[src/verilog/tlr_pkg.sv]
// Package of constants for the trigger line router
package tlr_pkg;

	// ========================================
	// Selection layout
	localparam int unsigned   SEL_W     = 2;
	localparam int unsigned   LANE_A    = 0;
	localparam int unsigned   LANE_B    = 1;

	// ========================================
	// Selection codes and values after reset
	localparam logic [SEL_W-1:0] SEL_NONE = 2'h0;
	localparam logic [SEL_W-1:0] SEL_A    = 2'h1;
	localparam logic [SEL_W-1:0] SEL_B    = 2'h2;
	localparam logic [SEL_W-1:0] SEL_BOTH = 2'h3;
	localparam logic             TRIG_RST = 1'h0;

endpackage

[src/verilog/tlr_lane_if.sv]
// Interface between the router core and one internal trigger lane
`timescale 1ns/1ns
interface tlr_lane_if;

	logic drive_en;
	logic recv_en;
	logic line_rx;
	logic trig_rx;
	logic trig_drive;
	logic recv_ok;

	modport core (
		output drive_en,
		output recv_en,
		output line_rx,
		output trig_rx,
		input  trig_drive,
		input  recv_ok
	);

	modport lane (
		input  drive_en,
		input  recv_en,
		input  line_rx,
		input  trig_rx,
		output trig_drive,
		output recv_ok
	);

endinterface

[src/verilog/tlr_lane.sv]
// One internal trigger lane: drive and receive terms for one trigger
`timescale 1ns/1ns
module tlr_lane (
	// Lane connection
	tlr_lane_if.lane lane_if
);

	// ========================================
	// Drive term
	// A deselected lane ignores the shared line entirely
	assign lane_if.trig_drive = lane_if.drive_en & lane_if.line_rx;

	// ========================================
	// Receive term
	// A deselected lane passes true so it never blocks the AND
	assign lane_if.recv_ok = lane_if.trig_rx | ~lane_if.recv_en;

endmodule

[src/verilog/tlr_router.sv]
// Router between the shared trigger line and two internal triggers
`timescale 1ns/1ns
module tlr_router (
	// Clock and reset
	input  wire logic                      clock_in,
	input  wire logic                      rst_n_in,

	// Configuration
	input  wire logic                      cfg_load_in,
	input  wire logic [tlr_pkg::SEL_W-1:0] drive_sel_in,
	input  wire logic [tlr_pkg::SEL_W-1:0] recv_sel_in,
	output logic      [tlr_pkg::SEL_W-1:0] drive_sel_out,
	output logic      [tlr_pkg::SEL_W-1:0] recv_sel_out,

	// Shared trigger line, open drain
	input  wire logic                      shared_trig_in,
	output logic                           shared_trig_out,
	output logic                           shared_trig_oe_out,

	// Internal trigger A
	input  wire logic                      internal_trigger_a_in,
	output logic                           internal_trigger_a_out,
	output logic                           internal_trigger_a_oe_out,

	// Internal trigger B
	input  wire logic                      internal_trigger_b_in,
	output logic                           internal_trigger_b_out,
	output logic                           internal_trigger_b_oe_out
);

	// ========================================
	// Drive selection
	logic [tlr_pkg::SEL_W-1:0] drive_sel_ff;
	logic [tlr_pkg::SEL_W-1:0] nxt_drive_sel;

	// A held load strobe reloads every cycle; a pulse is enough
	always_comb begin
		nxt_drive_sel = drive_sel_ff;
		if (cfg_load_in) begin
			nxt_drive_sel = drive_sel_in;
		end
	end

	always_ff @(posedge clock_in) begin
		if (!rst_n_in) begin
			drive_sel_ff <= tlr_pkg::SEL_NONE;
		end else begin
			drive_sel_ff <= nxt_drive_sel;
		end
	end

	// ========================================
	// Receive selection
	logic [tlr_pkg::SEL_W-1:0] recv_sel_ff;
	logic [tlr_pkg::SEL_W-1:0] nxt_recv_sel;

	// Shares the load strobe with the drive side but never its value
	always_comb begin
		nxt_recv_sel = recv_sel_ff;
		if (cfg_load_in) begin
			nxt_recv_sel = recv_sel_in;
		end
	end

	always_ff @(posedge clock_in) begin
		if (!rst_n_in) begin
			recv_sel_ff <= tlr_pkg::SEL_NONE;
		end else begin
			recv_sel_ff <= nxt_recv_sel;
		end
	end

	// ========================================
	// Lane inputs
	// Bit positions of both selections follow the lane order
	logic [tlr_pkg::SEL_W-1:0] trig_rx;

	assign trig_rx[tlr_pkg::LANE_A] = internal_trigger_a_in;
	assign trig_rx[tlr_pkg::LANE_B] = internal_trigger_b_in;

	// ========================================
	// Lane results
	logic [tlr_pkg::SEL_W-1:0] trig_drive;
	logic [tlr_pkg::SEL_W-1:0] recv_ok;

	// ========================================
	// Lanes
	// One lane per internal trigger; the core only combines their terms
	tlr_lane_if lane_if [tlr_pkg::SEL_W] ();

	genvar gi;
	generate
		for (gi = 0; gi < tlr_pkg::SEL_W; gi++) begin : g_lane
			// Selection bits and levels into the lane
			assign lane_if[gi].drive_en = drive_sel_ff[gi];
			assign lane_if[gi].recv_en  = recv_sel_ff[gi];
			assign lane_if[gi].line_rx  = shared_trig_in;
			assign lane_if[gi].trig_rx  = trig_rx[gi];

			// Lane terms back to the core
			assign trig_drive[gi]       = lane_if[gi].trig_drive;
			assign recv_ok[gi]          = lane_if[gi].recv_ok;

			tlr_lane u_lane (
				.lane_if (lane_if[gi])
			);
		end
	endgenerate

	// ========================================
	// Receive combine
	logic recv_any;
	logic recv_all;
	logic nxt_shared;

	// Receive is an AND of the selected triggers; no selection never asserts.
	// Selecting one trigger in both directions makes a loop through the
	// line that holds it asserted until reset or a new selection is loaded.
	always_comb begin
		recv_any   = |recv_sel_ff;
		recv_all   = &recv_ok;
		nxt_shared = recv_any & recv_all;
	end

	// ========================================
	// Shared line assertion
	logic shared_ff;

	always_ff @(posedge clock_in) begin
		if (!rst_n_in) begin
			shared_ff <= tlr_pkg::TRIG_RST;
		end else begin
			shared_ff <= nxt_shared;
		end
	end

	// ========================================
	// Internal trigger A drive
	logic trig_a_ff;
	logic nxt_trig_a;

	// One cycle from the line to the pin, as on the receive side
	always_comb begin
		nxt_trig_a = trig_drive[tlr_pkg::LANE_A];
	end

	always_ff @(posedge clock_in) begin
		if (!rst_n_in) begin
			trig_a_ff <= tlr_pkg::TRIG_RST;
		end else begin
			trig_a_ff <= nxt_trig_a;
		end
	end

	// ========================================
	// Internal trigger B drive
	logic trig_b_ff;
	logic nxt_trig_b;

	// Both lanes may drive at once: the OR forms on their own wires
	always_comb begin
		nxt_trig_b = trig_drive[tlr_pkg::LANE_B];
	end

	always_ff @(posedge clock_in) begin
		if (!rst_n_in) begin
			trig_b_ff <= tlr_pkg::TRIG_RST;
		end else begin
			trig_b_ff <= nxt_trig_b;
		end
	end

	// ========================================
	// Shared line pin
	// Open drain: the enable is high only while this side asserts the line
	always_comb begin
		shared_trig_out    = shared_ff;
		shared_trig_oe_out = shared_ff;
	end

	// ========================================
	// Internal trigger A pin
	// A lane that is not driving stays released for the other sources
	always_comb begin
		internal_trigger_a_out    = trig_a_ff;
		internal_trigger_a_oe_out = trig_a_ff;
	end

	// ========================================
	// Internal trigger B pin
	always_comb begin
		internal_trigger_b_out    = trig_b_ff;
		internal_trigger_b_oe_out = trig_b_ff;
	end

	// ========================================
	// Drive selection readback
	// Lets the controller read back the setting in force
	always_comb begin
		drive_sel_out = drive_sel_ff;
	end

	// ========================================
	// Receive selection readback
	always_comb begin
		recv_sel_out = recv_sel_ff;
	end

endmodule
[config.mk]
export PLATFORM = sky130hd
export DESIGN_NAME = tlr_router
export DESIGN_NICKNAME = d
export VERILOG_FILES = /design/src/verilog/tlr_pkg.sv /design/src/verilog/tlr_lane_if.sv /design/src/verilog/tlr_lane.sv /design/src/verilog/tlr_router.sv
export SDC_FILE = /design/constraint.sdc
export NUM_CORES = 1
export LEC_CHECK = 0
export BUFFER_PORTS_ARGS = -buffer_cell sky130_fd_sc_hd__buf_2
export CAP_MARGIN = 15
export CORE_AREA = 2 2 39 41
export DETAILED_ROUTE_END_ITERATION = 12
export DIE_AREA = 0 0 41 43
export MAX_ROUTING_LAYER = met4
export PLACE_DENSITY = 0.45
export SLEW_MARGIN = 10
export SYNTH_ARGS = -nofsm -noshare
export SYNTH_HDL_FRONTEND = slang
export SYNTH_SLANG_ARGS = --single-unit
[constraint.sdc]
create_clock -name clock_in -period 1.2 [get_ports clock_in]
set_clock_uncertainty 0.1 [all_clocks]
set_input_delay 0.18 -clock clock_in [delete_from_list [all_inputs] [get_ports clock_in]]
set_output_delay 0.18 -clock clock_in [all_outputs]
set_load 0.05 [all_outputs]
==> results of run 1 <==
## Yosys cell counts (all sizes together)
master	number
buf	7
nand2b	1
nor2b	4
dfxtp	7
mux2i	4
mux2	1
clkbuf	1
and3	3
## what timing repair did
action,CTS,global route
endpoints found under the setup margin,0,2
buffers inserted,0,0
gates resized for setup,0,2
## power breakdown
part	internal (mW)	switching, mW
registers	0.245	0.00680
clock network	0.126	0.0783
logic	0.0356	0.0705
## layout make-up
cell class / instances / area, sq um / area share
clock buffers: 4 / 26.28 / 0.06774
repair buffers: 19 / 100.1 / 0.2581
well taps: 16 / 20.02 / 0.05161
multi-input cells: 13 / 101.3 / 0.2613
flip-flops and latches: 7 / 140.1 / 0.3613
## layer usage
metal,part of all wire,global-route usage
met1,0.33,0.06129
met2,0.60,0.1250
met3,0.056,0.04712
met4,0.016,0.08000
met5,0,-
## sequential cells by signal, summed over array words and instances, names as in the netlist
signal and cells:
shared_trig_oe_out 1, internal_trigger_b_oe_out 1, drive_sel_out 2, recv_sel_out 2, internal_trigger_a_oe_out 1
## worst paths after layout
check,start,cells past startpoint,end
max,drive_sel_out[1],1,drive_sel_out[1]
min,shared_trig_in,2,internal_trigger_a_oe_out
max reg2reg,recv_sel_out[1],2,shared_trig_oe_out
min reg2reg,drive_sel_out[0],1,internal_trigger_a_oe_out
## metrics by stage
step,instance area [sq um],std cells
6_report,387.9,59
5_1_grt,387.9,59
4_1_cts,382.9,59
3_5_place_dp,356.6,55
3_3_place_gp,356.6,55
2_1_floorplan,299.0,28
## cell families after synthesis
family	count (synthesis)	share of synthesized area
simple gates	8	0.1674
buf+inv	8	0.1925
flops	7	0.4686
mux	5	0.1716
==> impl.org, run 1 <==
** Logic synthesis
- Yosys warnings :: 0
- Summing every instance area after synthesis gives 299.0 sq um.
- Synthesis instantiated 8 different standard cells from the library.
- Mean instance size in the synthesized netlist :: 10.68 sq um
- When the netlist entered floorplanning its net count stood at 38.
- Top-area cell type share of the netlist area :: 0.4686
- Number of synthesized register bits :: 7
- Post-synthesis cell count :: 28
- Largest cells by area after synthesis :: sky130_fd_sc_hd__dfxtp_1 47%, sky130_fd_sc_hd__buf_4 18%, sky130_fd_sc_hd__mux2i_1 13%
- Of the synthesized area, sequential elements account for 0.4686.
- The biggest area contributor in the post-synthesis netlist is sky130_fd_sc_hd__dfxtp_1.

** Floorplan
- For this design the top-level I/O count stands at 20.
- From left edge to right edge, the die measures 41 um.
- For this configuration, the core starts out at a cell density of 0.2161.
- After floorplanning, the core was sized to cover 1384 sq um.
- The die covers 1763 sq um.
- Die extent in y :: 43 um
- After floorplanning, the core was divided into 14 placement rows.

** Finish
- Antenna cells :: 0
- Fillcell total :: 164
- Core occupancy in the finished layout :: 0.2803
- Compared with the post-synthesis result, the final layout area differs by 29.71%.
- In the layout the commonest cells are 17 x sky130_fd_sc_hd__buf_2, 7 x sky130_fd_sc_hd__dfxtp_1, 5 x sky130_fd_sc_hd__clkbuf_4.
- Share of layout cells above drive strength 1 :: 0.5116
- In the final design database the tool counted 54 nets.
- Most common cell after layout, fill and taps aside :: sky130_fd_sc_hd__buf_2

** CTS
- Number of clock sinks seen by CTS :: 7
- Counting the buffers created by CTS gives 3.
- In this run the number of H-tree levels came out at 1.
- TritonCTS built the clock tree.
- Number of buffers on the longest clock path :: 2
- Clock latency on the worst-skew pair, taken at its later pin, is 240 ps.
- Clock-pin slew was measured on the worst setup and hold paths at 50 ps.
- The number of hold buffers added after CTS was 0.
- Root Driver :: sky130_fd_sc_hd__clkbuf_4

** Power and ir drop
- Summing internal, switching and leakage power gives 0.5622 mW.
- P_leak :: 0.2147 nW
- Worst IR Drop VDD :: 559.2 uV
- Pwr/cell area :: 1449 nW/um^2

** STA
- Counting I/O delays and the setup requirement, the final critical path takes 1130 ps.
- Aggregate negative setup slack :: 0 ps
- Hold Violations, Final :: 0
- On the final layout, the worst hold slack is 80.06 ps.
- Count of final max-slew check failures :: 0
- Setup violations remaining at the end of the flow were counted as 0.
- Share of the clock period used by the worst path after layout :: 0.9418
- Final WS setup :: 69.83 ps
- Setup repair after global routing left no endpoint under its margin.
- Timing would allow up to 884.8 MHz.
- At the pin with the least slew margin, the transition time is 247.9 ps.
- The worst pin sits at a relative slew slack of 0.8358.

** Worst setup path
- Data arrives at the worst endpoint at 850 ps.
- In this run the worst path has a maximum fanout of 3.
- Kind of critical path :: flip-flop to output pin
- Category of the worst setup path capture point :: output pin
- CP max stage cell :: sky130_fd_sc_hd__dfxtp_1
- CP Launch Type :: flip-flop
- Delay of the slowest critical-path stage :: 340 ps
- Gate family responsible for the most delay along the worst path :: flip-flops
- Counting both buffers and inverters, the worst setup path holds a total of 1.
- The setup check on the worst reg-to-reg path leaves a slack of 160 ps.
- Required time of the worst setup path :: 920 ps
- Walking the worst path, the cells encountered are buf_2.

** GRT
- Entering global routing, the biggest net connects 8 pins.
- For this run, the total global-route usage over all layers was measured as 0.08239.
- Vias in the first global route :: 221
- The initial antenna violation count came to 0.
- The first global-routing pass estimated 862 um of wire.
- Summed over all layers, the global routing overflow is 0.

** Detailed routing
- For this run, design rule violations remaining after detail routing come to 0.
- For this run, the detailed router's first-pass iteration total came to 1.
- In this run, the number of DRC markers left after iteration 0 of detailed routing was 0.
- Total vias in the final route :: 226
- After detailed routing, the number of vias per cell comes to 3.831.
- Wires add up to 500 um.
- Average routed wire per standard cell :: 8.475 um
- In this run the remaining antenna-violating nets after routing total 0.

** Job
- Number of violations of the max-capacitance limit :: 0

** Outcome
- Outcome :: finished clean

** Place
- OpenSTA, run right after detailed placement, puts the worst setup slack at 174.1 ps.
- The wire-length estimate of the detail-placed layout is 430.2 um.
- The congestion estimate from routability-driven global placement came to 0.6256.
- Port buffering added 19 buffers.

** Worst hold path
- In this run the worst hold path is classified as input pin to flip-flop.
(Power assumes the default switching activity.)
==> run 2, diff against run 1 <==
ABC_AREA = 1   (was unset)
HOLD_SLACK_MARGIN = 0.03   (was unset)
PLACE_DENSITY = 0.46   (was 0.45)
==> run 2 against run 1 <==
Against the previous run: via count up 20%; worst setup slack worse by 15 ps; cell count up 25%; hold slack worse by 22 ps; first-iteration DRC count unchanged; sequential power up 2%; maximum frequency down 1.3%; critical endpoint is now drive_sel_out[0]; highest routed layer is now met3.
==> impl.org, run 2 <==
** Outcome
- The run finished with clean final reports.

** Logic synthesis
- Mean instance size in the synthesized netlist :: 7.209 sq um
- Of all cell types, the one taking the most synthesized area is sky130_fd_sc_hd__dfxtp_1.
- Share of synthesized cell area in full adder, half adder and majority cells :: 0
- Largest cells by area after synthesis :: sky130_fd_sc_hd__dfxtp_1 46%, sky130_fd_sc_hd__buf_4 17%, sky130_fd_sc_hd__nor2_1 14%
- Counting flops with a built-in enable in the synthesized netlist gives 0.
- Of the total synthesized cell area, the portion taken by AND, OR, NAND and NOR gates is 0.2231.
- The mapped netlist covers 302.8 sq um.
- By count the netlist is led by 11 x sky130_fd_sc_hd__nor2_1, 7 x sky130_fd_sc_hd__buf_4, 7 x sky130_fd_sc_hd__dfxtp_1, 7 x sky130_fd_sc_hd__nand2_1, 6 x sky130_fd_sc_hd__inv_1.
- Post-synthesis async set-or-reset flop share :: 0
- Yosys warnings :: 0
- Proportion of synthesized area in mux cells :: 0
- Synthesis instantiated 6 different standard cells from the library.
- Of the post-synthesis cell area, the dominant cell type holds 0.4628.
- Most frequent cell after synthesis :: sky130_fd_sc_hd__nor2_1
- Post-synthesis cell count :: 42
- For this run, the register share of the synthesized area comes to 0.4628.
- Compound-Gate Fraction of Synth Area :: 0.06612
- Number of synthesized register bits :: 7
- Commonest register cell after synthesis :: sky130_fd_sc_hd__dfxtp_1
- Xor/xnor share of the synthesized area :: 0
- Dominant combinational cell family by area after synthesis :: buffers and inverters
- Post-synth net total :: 52

** GRT
- Maximum number of pins on one net before global-route repair :: 7
- Overall global routing resource usage :: 0.08893
- The first global-routing pass estimated 979 um of wire.
- After global routing the overflow that remains totals 0.
- The initial antenna violation count is 0.
- The number of global-route vias before repair is 270.

** Detailed routing
- In the routed layout, each cell is associated on average with a via count of 3.676.
- First-pass iteration count of the detailed router :: 1
- Starting DRC count in detailed routing :: 0
- In this run the remaining antenna-violating nets after routing total 0.
- Average routed wire per standard cell :: 8.027 um
- For this run, design rule violations remaining after detail routing come to 0.
- Summed over all layers, the routed wires come to 594 um.
- The final route contains 272 vias.

** Job
- Number of violations of the max-capacitance limit :: 0

** Finish
- Leaving out fill and tap cells, the most frequent cell in the layout is sky130_fd_sc_hd__buf_2.
- Leading cell types in the layout, fill and taps excluded :: 16 x sky130_fd_sc_hd__buf_2, 11 x sky130_fd_sc_hd__nor2_1, 7 x sky130_fd_sc_hd__nand2_1, 7 x sky130_fd_sc_hd__dfxtp_1
- Share of layout cells above drive strength 1 :: 0.3793
- With fillers left out, the area of the finished cells amounts to 399.1 sq um.
- After filler insertion, the fill cell instance count of the layout stands at 157.
- Area delta synth->final :: 31.82%
- # nets final :: 69
- Antenna cells :: 0

** CTS
- For this design, the sink count on the clock tree is 7.
- In this run the post-CTS setup repair buffer count came out at 0.
- For the worst-skew pair, the clock arrives at the later sink with an insertion delay of 240 ps.
- TritonCTS created 3 clock buffers.
- CTS tree :: built
- In this run the deepest clock path goes through 2 buffers.
- Root Driver :: sky130_fd_sc_hd__clkbuf_4
- CTS clk-pin slew, worst paths :: 50 ps
- H-tree Lvls :: 1

** STA
- Summed over all failing endpoints, the final setup total negative slack is 0 ps.
- The worst pin sits at a relative slew slack of 0.8352.
- Share of the clock period used by the worst path after layout :: 0.9540
- Final WS setup :: 55.26 ps
- Setup repair after global routing left no endpoint under its margin.
- Worst slew pin tran :: 249.0 ps
- The worst path in the final design needs a cycle of 1145 ps, including I/O delays and setup.
- Achievable frequency :: 873.6 MHz
- The max-slew violation count is 0.
- Count of endpoints failing setup in the final report :: 0
- Hold Violations, Final :: 0

** Worst setup path
- Critical path launch point :: drive_sel_out[0]
- Kind of critical path :: flip-flop to output pin
- Category of the worst setup path capture point :: output pin
- In this run the critical register-to-register path is launched from recv_sel_out[1].
- CP max stage cell :: sky130_fd_sc_hd__dfxtp_1
- Gate family responsible for the most delay along the worst path :: flip-flops
- The critical path goes through buf_2.
- Along the worst path, the maximum fanout reaches 3.
- Number of buffer and inverter instances along the worst setup path :: 1
- STA puts the critical path data arrival time at 860 ps.
- The worst setup path is launched from a flip-flop.
- Delay of the slowest critical-path stage :: 350 ps
- Data on the critical path is required at its endpoint by 920 ps.

** Floorplan
- Boundary pin count :: 20
- Core area :: 1384 sq um
- Die width :: 41 um
- The floorplan step set the die height to 43 um.
- The die covers 1763 sq um.
- FP Rows :: 14
- For this configuration, the core starts out at a cell density of 0.2188.

** Power and ir drop
- For this design the static power due to leakage is 0.2296 nW.
- Across the VDD grid, the largest voltage drop is 475.8 uV.
- Dividing total power by cell area gives a power density of 1488 nW/um^2.
- Summing internal, switching and leakage power gives 0.5937 mW.

** Place
- Count of input and output buffers :: 19
- Instance area after placement :: 365.4 sq um
- Placed wire-length estimate after detailed placement :: 477.3 um
- At the end of routability-driven placement, the weighted congestion stood at 0.7063.
- Placement-stage worst setup slack :: 313.2 ps

** Worst hold path
- The worst hold path begins at recv_sel_in[0].
- Worst hold path class :: input pin to flip-flop
## run 2: cell count changes in the layout (fill, tap and decap cells not counted), moves of 3 or more
cell | before | now
sky130_fd_sc_hd__mux2i_1 | 4 | 0
sky130_fd_sc_hd__and3_1 | 3 | 0
sky130_fd_sc_hd__nor2b_1 | 4 | 0
sky130_fd_sc_hd__inv_1 | 0 | 6
sky130_fd_sc_hd__o21ai_0 | 0 | 4
sky130_fd_sc_hd__nor2_1 | 0 | 11
sky130_fd_sc_hd__nand2_1 | 0 | 7
## run 2: final timing paths
check | endpoint | slack (ps) | depth (start not counted)
worst min-delay path | recv_sel_out[0] | 60 | 3
worst min register to register | internal_trigger_a_oe_out | 350 | 2
worst max-delay path | drive_sel_out[0] | 60 | 1
worst max register to register | recv_sel_out[1] | 440 | 2
## run 2: final cells by class
type | count | area, sq um | area share
clock buffer | 4 | 26.28 | 0.06583
tap | 16 | 20.02 | 0.05016
timing repair buffer | 19 | 102.6 | 0.2571
multi-input combinational | 22 | 87.58 | 0.2194
inverter | 6 | 22.52 | 0.05643
sequential | 7 | 140.1 | 0.3511
## run 2: report_power, final
group          internal [mW]  total [mW]  switching, mW  leakage, nW
clock                  0.127       0.210         0.0833       0.0150
sequential             0.247       0.256        0.00895       0.0578
combinational         0.0357       0.128         0.0924        0.157
total                  0.409       0.594          0.185        0.230
## run 2: layer usage
metal / share of wire / GRT usage / up-vias
met1: 0.44 / 0.08824 / 112
met5: 0 / - / -
met4: 0 / 0.04000 / 0
met3: 0.093 / 0.06283 / 0
met2: 0.47 / 0.1281 / 10
li1: - / - / 150
## run 2: repair_timing
| item | 4_1_cts | 5_1_grt |
|---|---|---|
| gates resized for setup | 0 | 3 |
| endpoints found under the setup margin | 0 | 3 |
| hold buffers | 0 | 0 |
## run 2: cell families (layout without fill, tap and decap cells)
family                 count (synthesis)  after routing
AND/OR/NAND/NOR                       18             18
flip-flops                             7              7
buffers and inverters                 13             29
AO/OA/AOI/OAI                          4              4
## run 2: through the flow
stage                 util  cells  hold WS [ps]
detailed placement  0.2640     70         314.1
global placement    0.2640     70         305.5
finish              0.2884     74         57.62
global route        0.2884     74         68.82
CTS                 0.2830     74         54.33
floorplan                -     42         200.6
